===== config.mk =====
export PLATFORM = sky130hd
export DESIGN_NAME = reset_config_latch_array
export DESIGN_NICKNAME = d
export VERILOG_FILES = /design/src/pkg/reset_config_pkg.sv /design/src/reset_config_latch_array.sv
export VERILOG_INCLUDE_DIRS = /design/src /design/src/pkg
export SDC_FILE = /design/constraint.sdc
export NUM_CORES = 1
export LEC_CHECK = 0
export CAP_MARGIN = 0
export CORE_UTILIZATION = 36
export DETAILED_ROUTE_END_ITERATION = 8
export DONT_BUFFER_PORTS = 1
export SLEW_MARGIN = 20
export SYNTH_ARGS = -nofsm -noshare
export SYNTH_HDL_FRONTEND = slang
export SYNTH_SLANG_ARGS = --single-unit

===== constraint.sdc =====
create_clock -name pclk -period 1.91 [get_ports pclk]
set_clock_uncertainty 0.15 [all_clocks]
set_input_delay 0.0955 -clock pclk [delete_from_list [all_inputs] [get_ports pclk]]
set_output_delay 0.0955 -clock pclk [all_outputs]
set_load 0.005 [all_outputs]

===== src/pkg/reset_config_cfg.svh =====
// Offsets, field positions, factory values and timing for the reset configuration latch array
`ifndef RESET_CONFIG_CFG_SVH
`define RESET_CONFIG_CFG_SVH

// Register indices as printed; byte address is four times the index
`define CFG_IDX_PORT_MODES_LOW 3'h0
`define CFG_IDX_PORT_MODES_HIGH 3'h1
`define CFG_IDX_RESET_PIN_P15 3'h2
`define CFG_IDX_BOOT_DEBUG_ECC 3'h3
`define CFG_IDX_WRITE_COUNT 3'h4
`define CFG_IDX_STATUS 3'h5
`define CFG_NUM_REGS 6
`define CFG_IDX_BITS 3

// Field positions in the four latch bytes
`define CFG_EXT_RESET_BIT 7
`define CFG_P15_LSB 0
`define CFG_BOOT_SPEED_BIT 0
`define CFG_DEBUG_LSB 1
`define CFG_ECC_BIT 3
`define CFG_PHASE_LSB 4

// Implemented bits of each latch byte; others read as zero
`define CFG_MASK_RESET_PIN_P15 8'h83
`define CFG_MASK_FULL 8'hFF

// Factory values
`define CFG_DEF_PORT_MODES 8'h00
`define CFG_DEF_RESET_PIN_P15 8'h00
`define CFG_DEF_BOOT_DEBUG_ECC 8'h02

// Status register bit positions
`define CFG_STAT_PENDING_BIT 0
`define CFG_STAT_ECC_SINGLE_BIT 1
`define CFG_STAT_ECC_DOUBLE_BIT 2

// Bus answer timing
`define CFG_WAIT_STATES 1

`endif


===== src/pkg/reset_config_pkg.sv =====
// Types shared by the reset configuration latch array
package reset_config_pkg;

  // Drive state of every pin of one port while in reset
  typedef enum logic [1:0] {
    DRIVE_HIZ_ANALOG = 2'h0,
    DRIVE_HIZ_DIGITAL = 2'h1,
    DRIVE_PULL_UP = 2'h2,
    DRIVE_PULL_DOWN = 2'h3
  } drive_mode_t;

  // Debug port choice
  typedef enum logic [1:0] {
    DEBUG_JTAG5 = 2'h0,
    DEBUG_JTAG4 = 2'h1,
    DEBUG_SWD = 2'h2,
    DEBUG_OFF = 2'h3
  } debug_mode_t;

  // Bus slave states, one-hot
  typedef enum logic [1:0] {
    ST_IDLE = 2'b01,
    ST_RESPOND = 2'b10
  } bus_state_t;

endpackage : reset_config_pkg


===== src/reset_config_latch_array.sv =====
// Reset configuration latch array with APB register access
// Notes on behaviour
// Four bytes of nonvolatile latches hold the configuration taken at each reset.
// Each port has a two-bit drive code: analog high-Z, digital high-Z, pull-up, pull-down.
// One drive code covers every pin of its port, with no per-pin choice.
// The external reset enable bit turns the port-one pin into a reset input when set.
// The boot clock bit selects 12 MHz when clear and 48 MHz when set for the boot oscillator.
// The debug select field picks 5-wire JTAG, 4-wire JTAG, SWD or no debug port.
// The ECC enable bit gives the extra flash area to error codes when set.
// A four-bit field selects the digital clock phase delay.
// Whoever reprograms the latches keeps rewrites few, as their write endurance is limited.
// With ECC on, single-bit errors per eight-byte unit are corrected and double-bit detected.
// Outputs show the latch contents copied on the first enabled clock after reset release and hold until the next reset.
//
// Decided for this implementation: the APB slave port.
`timescale 1ns/1ns
`default_nettype none
`include "reset_config_cfg.svh"

module reset_config_latch_array #(
  parameter int NUM_PORTS = 9,
  parameter logic EXT_RESET_DEFAULT = 1'b0,
  parameter logic [3:0] PHASE_DELAY_DEFAULT = 4'h0,
  parameter int WRITE_COUNT_WIDTH = 16
) (
  // Clock, reset and clock enable
  input wire logic pclk,
  input wire logic presetn,
  input wire logic latch_init_n,
  input wire logic pce,
  // APB slave
  input wire logic psel,
  input wire logic penable,
  input wire logic pwrite,
  input wire logic [31:0] paddr,
  input wire logic [31:0] pwdata,
  input wire logic [3:0] pstrb,
  output logic [31:0] prdata,
  output logic pready,
  output logic pslverr,
  // Flash error reports
  input wire logic ecc_single_err,
  input wire logic ecc_double_err,
  output logic ecc_correct_en,
  output logic ecc_error_event,
  // Static configuration outputs
  output logic [2*NUM_PORTS-1:0] port_reset_drive_select,
  output logic ext_reset_pin_enable,
  output logic boot_clock_speed_select,
  output logic [1:0] debug_port_select,
  output logic jtag5_enable,
  output logic jtag4_enable,
  output logic swd_enable,
  output logic flash_ecc_enable,
  output logic [3:0] digital_clock_phase_delay
);

  // Reset-time value of the third latch byte
  localparam logic [7:0] DEF_RESET_PIN_P15 =
    `CFG_DEF_RESET_PIN_P15 | {EXT_RESET_DEFAULT, 7'h00};
  // Reset-time value of the fourth latch byte
  localparam logic [7:0] DEF_BOOT_DEBUG_ECC =
    `CFG_DEF_BOOT_DEBUG_ECC | {PHASE_DELAY_DEFAULT, 4'h0};
  localparam logic [WRITE_COUNT_WIDTH-1:0] COUNT_MAX = '1;

  // Drive code of one port out of the packed latch bytes
  function automatic logic [1:0] port_code(input logic [7:0] lo, input logic [7:0] hi,
                                           input logic [7:0] p15, input int idx);
    logic [1:0] code;
    code = 2'h0;
    if (idx < 4) begin
      code = lo[2*idx +: 2];
    end else if (idx < 8) begin
      code = hi[2*(idx-4) +: 2];
    end else begin
      code = p15[`CFG_P15_LSB +: 2];
    end
    return code;
  endfunction : port_code

  // Byte-lane merge of a write into an eight-bit register
  function automatic logic [7:0] lane_merge(input logic [7:0] old_val, input logic [7:0] wr_val,
                                            input logic lane_en, input logic [7:0] mask);
    return lane_en ? (wr_val & mask) : old_val;
  endfunction : lane_merge

  // Nonvolatile latch bytes
  logic [7:0] nvl_ports_lo_reg;
  logic [7:0] nvl_ports_hi_reg;
  logic [7:0] nvl_pin_p15_reg;
  logic [7:0] nvl_boot_reg;
  // Configuration applied since the last reset
  logic [7:0] app_ports_lo_reg;
  logic [7:0] app_ports_hi_reg;
  logic [7:0] app_pin_p15_reg;
  logic [7:0] app_boot_reg;
  logic loaded_reg;
  // Bus slave state
  reset_config_pkg::bus_state_t state_reg;
  reset_config_pkg::bus_state_t state_next;
  logic [31:0] prdata_reg;
  logic pready_reg;
  logic pslverr_reg;
  // Status and wear counter
  logic [WRITE_COUNT_WIDTH-1:0] write_count_reg;
  logic ecc_single_seen_reg;
  logic ecc_double_seen_reg;
  logic ecc_event_reg;
  // Registered configuration outputs
  logic [2*NUM_PORTS-1:0] drive_out_reg;
  logic [2:0] debug_onehot_reg;

  // Address decode
  wire logic [`CFG_IDX_BITS-1:0] reg_idx = paddr[`CFG_IDX_BITS+1:2];
  wire logic addr_aligned = (paddr[1:0] == 2'b00);
  wire logic addr_in_map = addr_aligned && (paddr[31:`CFG_IDX_BITS+2] == '0) &&
                           (reg_idx < `CFG_IDX_BITS'(`CFG_NUM_REGS));
  wire logic access = psel && penable;
  wire logic take = pce && access && (state_reg == reset_config_pkg::ST_RESPOND);
  wire logic wr_take = take && pwrite && addr_in_map;
  wire logic nvl_write = wr_take && pstrb[0] && (reg_idx <= `CFG_IDX_BOOT_DEBUG_ECC);
  wire logic stat_write = wr_take && pstrb[0] && (reg_idx == `CFG_IDX_STATUS);
  wire logic [7:0] wr_byte = pwdata[7:0];

  // Latch byte write strobes
  wire logic wr_lo = nvl_write && (reg_idx == `CFG_IDX_PORT_MODES_LOW);
  wire logic wr_hi = nvl_write && (reg_idx == `CFG_IDX_PORT_MODES_HIGH);
  wire logic wr_p15 = nvl_write && (reg_idx == `CFG_IDX_RESET_PIN_P15);
  wire logic wr_boot = nvl_write && (reg_idx == `CFG_IDX_BOOT_DEBUG_ECC);

  // Applied configuration differs from the stored latches
  wire logic reload_pending = (nvl_ports_lo_reg != app_ports_lo_reg) ||
                              (nvl_ports_hi_reg != app_ports_hi_reg) ||
                              (nvl_pin_p15_reg != app_pin_p15_reg) ||
                              (nvl_boot_reg != app_boot_reg);

  // Fields of the applied configuration
  wire logic ecc_on = app_boot_reg[`CFG_ECC_BIT];
  wire logic [1:0] debug_sel = app_boot_reg[`CFG_DEBUG_LSB +: 2];
  wire logic [2:0] debug_decode =
    (debug_sel == reset_config_pkg::DEBUG_JTAG5) ? 3'b001 :
    (debug_sel == reset_config_pkg::DEBUG_JTAG4) ? 3'b010 :
    (debug_sel == reset_config_pkg::DEBUG_SWD) ? 3'b100 : 3'b000;

  // Flash error reports count only with ECC on; clear loses to a new report
  wire logic single_set = ecc_on && ecc_single_err;
  wire logic double_set = ecc_on && ecc_double_err;
  wire logic single_clr = stat_write && wr_byte[`CFG_STAT_ECC_SINGLE_BIT];
  wire logic double_clr = stat_write && wr_byte[`CFG_STAT_ECC_DOUBLE_BIT];

  // Read data mux
  wire logic [7:0] rd_status = {5'h00, ecc_double_seen_reg, ecc_single_seen_reg, reload_pending};
  wire logic [31:0] rd_word =
    (reg_idx == `CFG_IDX_PORT_MODES_LOW) ? {24'h00_0000, nvl_ports_lo_reg} :
    (reg_idx == `CFG_IDX_PORT_MODES_HIGH) ? {24'h00_0000, nvl_ports_hi_reg} :
    (reg_idx == `CFG_IDX_RESET_PIN_P15) ? {24'h00_0000, nvl_pin_p15_reg} :
    (reg_idx == `CFG_IDX_BOOT_DEBUG_ECC) ? {24'h00_0000, nvl_boot_reg} :
    (reg_idx == `CFG_IDX_WRITE_COUNT) ? 32'(write_count_reg) :
    {24'h00_0000, rd_status};

  // Per-port drive codes laid out for the port blocks
  logic [2*NUM_PORTS-1:0] drive_next;
  always_comb begin
    drive_next = '0;
    for (int p = 0; p < NUM_PORTS; p++) begin
      drive_next[2*p +: 2] = port_code(app_ports_lo_reg, app_ports_hi_reg,
                                       app_pin_p15_reg, p);
    end
  end

  // Bus state sequencing: one wait state per transfer
  always_comb begin
    case (state_reg)
      reset_config_pkg::ST_IDLE: begin
        state_next = access ? reset_config_pkg::ST_RESPOND : reset_config_pkg::ST_IDLE;
      end
      reset_config_pkg::ST_RESPOND: begin
        state_next = reset_config_pkg::ST_IDLE;
      end
      default: begin
        state_next = reset_config_pkg::ST_IDLE;
      end
    endcase
  end

  // Latch cells, initialised to factory values only by their own reset
  always_ff @(posedge pclk or negedge latch_init_n) begin
    if (!latch_init_n) begin
      nvl_ports_lo_reg <= `CFG_DEF_PORT_MODES;
      nvl_ports_hi_reg <= `CFG_DEF_PORT_MODES;
      nvl_pin_p15_reg <= DEF_RESET_PIN_P15;
      nvl_boot_reg <= DEF_BOOT_DEBUG_ECC;
    end else if (pce) begin
      nvl_ports_lo_reg <= lane_merge(nvl_ports_lo_reg, wr_byte, wr_lo, `CFG_MASK_FULL);
      nvl_ports_hi_reg <= lane_merge(nvl_ports_hi_reg, wr_byte, wr_hi, `CFG_MASK_FULL);
      nvl_pin_p15_reg <= lane_merge(nvl_pin_p15_reg, wr_byte, wr_p15, `CFG_MASK_RESET_PIN_P15);
      nvl_boot_reg <= lane_merge(nvl_boot_reg, wr_byte, wr_boot, `CFG_MASK_FULL);
    end
  end

  // Wear counter of latch rewrites, saturating
  always_ff @(posedge pclk or negedge latch_init_n) begin
    if (!latch_init_n) begin
      write_count_reg <= '0;
    end else if (pce && nvl_write && (write_count_reg != COUNT_MAX)) begin
      write_count_reg <= write_count_reg + 1'b1;
    end
  end

  // Applied configuration: factory values in reset, one copy after release
  always_ff @(posedge pclk or negedge presetn) begin
    if (!presetn) begin
      app_ports_lo_reg <= `CFG_DEF_PORT_MODES;
      app_ports_hi_reg <= `CFG_DEF_PORT_MODES;
      app_pin_p15_reg <= DEF_RESET_PIN_P15;
      app_boot_reg <= DEF_BOOT_DEBUG_ECC;
      loaded_reg <= 1'b0;
    end else if (pce && !loaded_reg) begin
      app_ports_lo_reg <= nvl_ports_lo_reg;
      app_ports_hi_reg <= nvl_ports_hi_reg;
      app_pin_p15_reg <= nvl_pin_p15_reg;
      app_boot_reg <= nvl_boot_reg;
      loaded_reg <= 1'b1;
    end
  end

  // Configuration output flops, following the applied copy
  always_ff @(posedge pclk or negedge presetn) begin
    if (!presetn) begin
      drive_out_reg <= '0;
      debug_onehot_reg <= 3'b010;
    end else if (pce) begin
      drive_out_reg <= drive_next;
      debug_onehot_reg <= debug_decode;
    end
  end

  // Flash error capture and event pulse
  always_ff @(posedge pclk or negedge presetn) begin
    if (!presetn) begin
      ecc_single_seen_reg <= 1'b0;
      ecc_double_seen_reg <= 1'b0;
      ecc_event_reg <= 1'b0;
    end else if (pce) begin
      ecc_single_seen_reg <= single_set || (ecc_single_seen_reg && !single_clr);
      ecc_double_seen_reg <= double_set || (ecc_double_seen_reg && !double_clr);
      ecc_event_reg <= single_set || double_set;
    end
  end

  // APB answer
  always_ff @(posedge pclk or negedge presetn) begin
    if (!presetn) begin
      state_reg <= reset_config_pkg::ST_IDLE;
      pready_reg <= 1'b0;
      pslverr_reg <= 1'b0;
      prdata_reg <= 32'h0000_0000;
    end else if (pce) begin
      state_reg <= state_next;
      pready_reg <= (state_reg == reset_config_pkg::ST_IDLE) && access;
      pslverr_reg <= (state_reg == reset_config_pkg::ST_IDLE) && access && !addr_in_map;
      prdata_reg <= ((state_reg == reset_config_pkg::ST_IDLE) && access && !pwrite &&
                     addr_in_map) ? rd_word : 32'h0000_0000;
    end
  end

  // Outputs
  assign prdata = prdata_reg;
  assign pready = pready_reg;
  assign pslverr = pslverr_reg;
  assign port_reset_drive_select = drive_out_reg;
  assign ext_reset_pin_enable = app_pin_p15_reg[`CFG_EXT_RESET_BIT];
  assign boot_clock_speed_select = app_boot_reg[`CFG_BOOT_SPEED_BIT];
  assign debug_port_select = debug_sel;
  assign jtag5_enable = debug_onehot_reg[0];
  assign jtag4_enable = debug_onehot_reg[1];
  assign swd_enable = debug_onehot_reg[2];
  assign flash_ecc_enable = ecc_on;
  assign ecc_correct_en = ecc_on;
  assign ecc_error_event = ecc_event_reg;
  assign digital_clock_phase_delay = app_boot_reg[`CFG_PHASE_LSB +: 4];

endmodule : reset_config_latch_array
`default_nettype wire


* Word level (Yosys, flattened, before mapping) *
Cells that the tools add are included.

storage, ports and cells
  bits in registers = 131
  bits of input ports = 77
  bits in latches = 0
  memory bits (writable) = 0
  memories kept = 0
  bits in read-only memories = 0
  word-level logic and storage cells = 93

cells by class
  equal/unequal tests = 14
  bitwise operators = 0
  shift operators = 0
  reductions and logical operators = 46
  mux-type cells = 11
  divide/modulo/power cells = 0
  magnitude comparators = 2
  multiply operators = 0
  add/subtract/negate cells = 1

operator list
  kind                     number
  $mux W16                 6
  $logic_and A1 B1 Y1      27
  $logic_not A27 Y1        1
  $ne A8 B8 Y1             3
  $add A16 B1 Y16 const B  1
  $ne A16 B16 Y1 const B   1
  $mux W3                  3
  $reduce_and A2 Y1        4
  $eq A3 B2 Y1 const B     2
  $eq A3 B3 Y1 const B     2
  $logic_or A1 B1 Y1       6
  $logic_not A1 Y1         5
  $eq A2 B1 Y1 const B     2
  $eq A2 B2 Y1 const B     2
  $logic_not A2 Y1         2
  $mux W2                  2
  $eq A3 B1 Y1 const B     1
  $le A3 B2 Y1 const B     1
  $logic_not A3 Y1         1
  $lt A3 B3 Y1 const B     1
  $ne A3 B3 Y1             1

* Logic depth before layout (Yosys ltp) *
  word-level depth = 11
  depth in mapped cells = 7

* Least setup slack after synthesis *
OpenSTA, ideal clock, no wires.

  path type = register to register
  start point = register state_reg[0]
  end point = register nvl_boot_reg[0]
  data required time = 1,635 ps
  stages on the path, launching flop included = 7
  period minus slack after synthesis = 1,946 ps
  setup slack = -36 ps
  buffers on the path = 1
  arrival = 1,671 ps
  cells stage by stage = dfstp_2 nor2b_1 nand4_1 nor3_1 and2_1 buf_4 mux2_2

between the ends
  cells in the longest elaborated chain, start to end = 8

ends and longest elaborated chain
  item                                line                             text
  from (decl)                         reset_config_latch_array.sv:99   reset_config_pkg::bus_state_t state_reg;
  from (signal assigned)              reset_config_latch_array.sv:254  state_reg <= reset_config_pkg::ST_IDLE;
  from (signal assigned)              reset_config_latch_array.sv:259  state_reg <= state_next;
  $eq A2 B2 Y1                        reset_config_latch_array.sv:119  wire logic take = pce && access && (state_reg == reset_config_pkg::ST_RESPOND);
  $logic_and A1 B1 Y1                 reset_config_latch_array.sv:119
  $logic_and A1 B1 Y1 (2 in series)   reset_config_latch_array.sv:120  wire logic wr_take = take && pwrite && addr_in_map;
  $logic_and A1 B1 Y1 (2 in series)   reset_config_latch_array.sv:121  wire logic nvl_write = wr_take && pstrb[0] && (reg_idx <= `CFG_IDX_BOOT_DEBUG_ECC);
  $logic_and A1 B1 Y1                 reset_config_latch_array.sv:129  wire logic wr_boot = nvl_write && (reg_idx == `CFG_IDX_BOOT_DEBUG_ECC);
  $reduce_and A2 Y1 (no source line)  n/a
  to (signal assigned)                reset_config_latch_array.sv:197  nvl_boot_reg <= lane_merge(nvl_boot_reg, wr_byte, wr_boot, `CFG_MASK_FULL);
  to (decl)                           reset_config_latch_array.sv:91   logic [7:0] nvl_boot_reg;

Every way passes these cells.
A chain may end at the register's enable or synchronous reset.

* Worst setup path after layout *
  start point = register state_reg[0]
  end point = register nvl_pin_p15_reg[1]

between the ends
  cells in the longest elaborated chain, start to end = 8

ends and longest elaborated chain
  item                                line                             text
  $eq A2 B2 Y1                        reset_config_latch_array.sv:119
  $logic_and A1 B1 Y1                 reset_config_latch_array.sv:119
  $logic_and A1 B1 Y1 (2 in series)   reset_config_latch_array.sv:120
  $logic_and A1 B1 Y1 (2 in series)   reset_config_latch_array.sv:121
  $logic_and A1 B1 Y1                 reset_config_latch_array.sv:128  wire logic wr_p15 = nvl_write && (reg_idx == `CFG_IDX_RESET_PIN_P15);
  $reduce_and A2 Y1 (no source line)  n/a
  to (signal assigned)                reset_config_latch_array.sv:196  nvl_pin_p15_reg <= lane_merge(nvl_pin_p15_reg, wr_byte, wr_p15, `CFG_MASK_RESET_PIN_P15);
  to (decl)                           reset_config_latch_array.sv:90   logic [7:0] nvl_pin_p15_reg;

Every way passes these cells.

==> results.py <==
metrics = {
    "die": {
        "io_pins": 143,
        "design.die.area_sq_um": 15600,
        "initial_core_util": 0.371,
        "die_h_um": 125,
        "core_sq_um": 14600,
        "rows": 44,
        "dieWidth_um": 125,
    },
    "power_and_ir_drop": {
        "power.share.sequential": 0.409,
        "powerDensity_nw_per_um2": 868,
        "power_frac_clock": 0.552,
        "p_comb_frac": 0.039,
        "ir_drop_v": 0.000719,
        "p_leak_nw": 3.29,
        "p_int_mw": 4.74,
        "power_switching_mw": 1.23,
        "switching_share": 0.206,
    },
    "critical_path": {
        "crit_fanout": 4,
        "crit_required_ns": 2.06,
        "start_kind": "flip-flop",
        "crit_path_end_kind": "flip-flop",
        "crit_type": "reg2reg",
        "reg2reg_slack_ns": 0.009,
        "worstPathArrival_ns": 2.05,
    },
    "clocking": {
        "clock_latency_ns": 0.41,
        "clk_path_buf_depth": 2,
        "cts_sinks": 114,
        "cts-htree-levels": 4,
        "cts-root-buf": "clkbuf_16",
        "cts_tree": "yes",
        "cts_buffers": 17,
        "clk_pin_slew_worst_paths_ns": 0.05,
    },
    "flow_run": {
        "cap_violations": 0,
    },
    "yosys": {
        "synth_seq_cells": 114,
        "ys_seq_area_frac": 0.526,
        "postSynth.asyncResetShare": 1.00,
        "ys.flop_type": "dfrtp_1",
        "syn_inst": 434,
        "synth_edf_count": 0,
        "ys_warn_count": 0,
        "ys_types": 55,
        "syn_area_sq_um": 5430,
        "avgSynthCellArea_sq_um": 12.5,
    },
    "cells_and_area": {
        "area_delta_synth_final_pct": 26.7,
        "drive_gt1_frac": 0.336,
        "fin_cells": 700,
        "postLayoutCoreUtil": 0.470,
        "postLayoutCellArea_sq_um": 6880,
        "largest_reg_flops": 18,
        "nets": 580,
    },
    "sta": {
        "worstMarginPinSlew_ns": 0.639,
        "timing.final.ws_setup_ns": 0.00948,
        "slew_headroom": 0.574,
        "fin_crit_sh": 0.995,
        "setup_viol": 0,
        "timing.hold.ws_ns": -0.233,
        "drv_slew": 0,
        "finalHoldViolations": 8,
        "fmax_mhz": 526,
        "period_needed_ns": 1.90,
    },
    "placement": {
        "place_ws_ns": -0.178,
        "gp_congestion": 0.793,
        "place_area_sq_um": 5780,
        "port_buffers": 0,
        "place_inst": 630,
        "place_hpwl_mm": 9.30,
    },
    "global_routing": {
        "overflow": 0,
        "grt_pass1_wl_mm": 22.0,
        "grt_max_degree": 72,
        "grt_antenna_before_repair": 1,
        "grtUsageTotal": 0.189,
        "grt_pass1_vias": 3894,
    },
    "routing": {
        "routed-via-count": 3729,
        "drt_pass1_iterations": 6,
        "avgViaCountPerCell": 5.33,
        "wl_mm": 14.0,
        "dr.first_iter.drc_count": 203,
        "drt_drc_violations_left": 37,
        "drtAntennaViolNets": 0,
        "wl_per_cell_um": 20.0,
    },
    "hold_path": {
        "worstHoldPathType": "in2reg",
    },
    "status": {
        "violations": "DRC, hold timing",
        "run_status": "finished, violations left",
    },
}
## power by group through the flow
stage	clock network, mW	logic [mW]	registers (mW)
finish	3.30	0.232	2.44
global route	3.50	0.255	2.44
CTS	3.36	0.227	2.44
detailed placement	0	0.0790	2.48
global placement	0	0.0784	2.48
floorplan	0	0.119	2.48
## metal layers
layer,global-route usage,vias up,part of all wire
met2,0.293,147,0.47
met5,0,-,0
li1,-,1670,-
met1,0.243,1894,0.44
met4,0.0760,0,0.019
met3,0.0610,18,0.074
## what timing repair did
| item | CTS | global route |
|---|---|---|
| hold buffers | 31 | 1 |
| resized for setup | 4 | 11 |
| setup endpoints to repair | 4 | 34 |
| gates cloned | 0 | 0 |
| setup buffers | 4 | 1 |
| hold endpoints to repair | 198 | 12 |
| pin swaps | 3 | 4 |
## stage by stage
| stage | power [mW] | setup TNS [ns] | hold slack (ns) |
|---|---|---|---|
| 2_1_floorplan | 2.60 | -0.0321 | -0.350 |
| 3_3_place_gp | 2.56 | -2.22 | -0.347 |
| 3_5_place_dp | 2.56 | -3.39 | -0.348 |
| 4_1_cts | 6.03 | -0.0727 | -0.241 |
| 5_1_grt | 6.19 | -0.537 | -0.214 |
| 6_report | 5.97 | 0 | -0.233 |
## worst paths after layout
kind | from | to | depth (start not counted)
max reg2reg | state_reg[0] | nvl_pin_p15_reg[1] | 7
min reg2reg | loaded_reg | loaded_reg | 1
min | paddr[3] | prdata[7] | 2
min in group asynchronous | latch_init_n | nvl_pin_p15_reg[0] | 2
max | state_reg[0] | nvl_pin_p15_reg[1] | 7
max in group asynchronous | presetn | state_reg[0] | 2
## cells in the final DEF, fill, tap and decap left out, types with 4 or more instances in the layout
cell type      count
nor4_1             4
nand3b_1           4
dlygate4sd3_1     27
buf_12             4
o21ai_0            6
and3_1             6
clkbuf_16         17
buf_4             34
conb_1            16
inv_1             15
dfrtp_1          110
a22o_1            10
nand2_1           11
mux2_2            71
nand2b_1           5
xor2_1            12
nor4_2             6
dfstp_2            4
o2bb2ai_1          6
clkinv_2           4
clkbuf_8           5
a21oi_1            6
nor3_1             5
nand3_1           12
nand4_1           14
xnor2_1           30
nor2_1             9
## Yosys cell counts (7+ instances only)
cell type	number	area, sq um
inv_1	15	56.3
xor2_1	12	105
nand3_1	12	60.1
dfrtp_1	110	2750
buf_4	18	135
nor2_1	9	33.8
mux2_2	71	800
clkbuf_1	12	45.0
o21ai_0	7	35.0
a22o_1	10	87.6
nand2_1	12	45.0
nor4_1	7	43.8
xnor2_1	30	263
nand4_1	14	87.6
## worst max-delay path, stage by stage (launching register included)
cell and delay [ns]:
dfstp_2 0.36, nor2b_1 0.12, nand4_1 0.16, buf_6 0.17, nor4_4 0.12, buf_4 0.18
nand3b_1 0.18, mux2_4 0.34
## kinds of logic after synthesis
family | after synthesis | share of synthesized area
DFF | 114 | 0.526
and+or+nand+nor | 98 | 0.118
muxes | 79 | 0.168
buffers and inverters | 52 | 0.0505
AOI/OAI and AO/OA | 47 | 0.0668
xor gates and xnor gates | 42 | 0.0677
adders and majority gates | 1 | 0.00230
other | 1 | 0.000691
## cell type report
| type | instances | area (sq um) |
|---|---|---|
| inverters | 16 | 60.1 |
| flip-flops and latches | 114 | 2860 |
| clock inverters | 9 | 126 |
| fillers | 1336 | 7760 |
| diodes | 1 | 2.50 |
| repair buffers | 70 | 696 |
| well taps | 184 | 230 |
| clock buffers | 23 | 498 |
| multi-input cells | 283 | 2410 |
(Power assumes the default switching activity.)
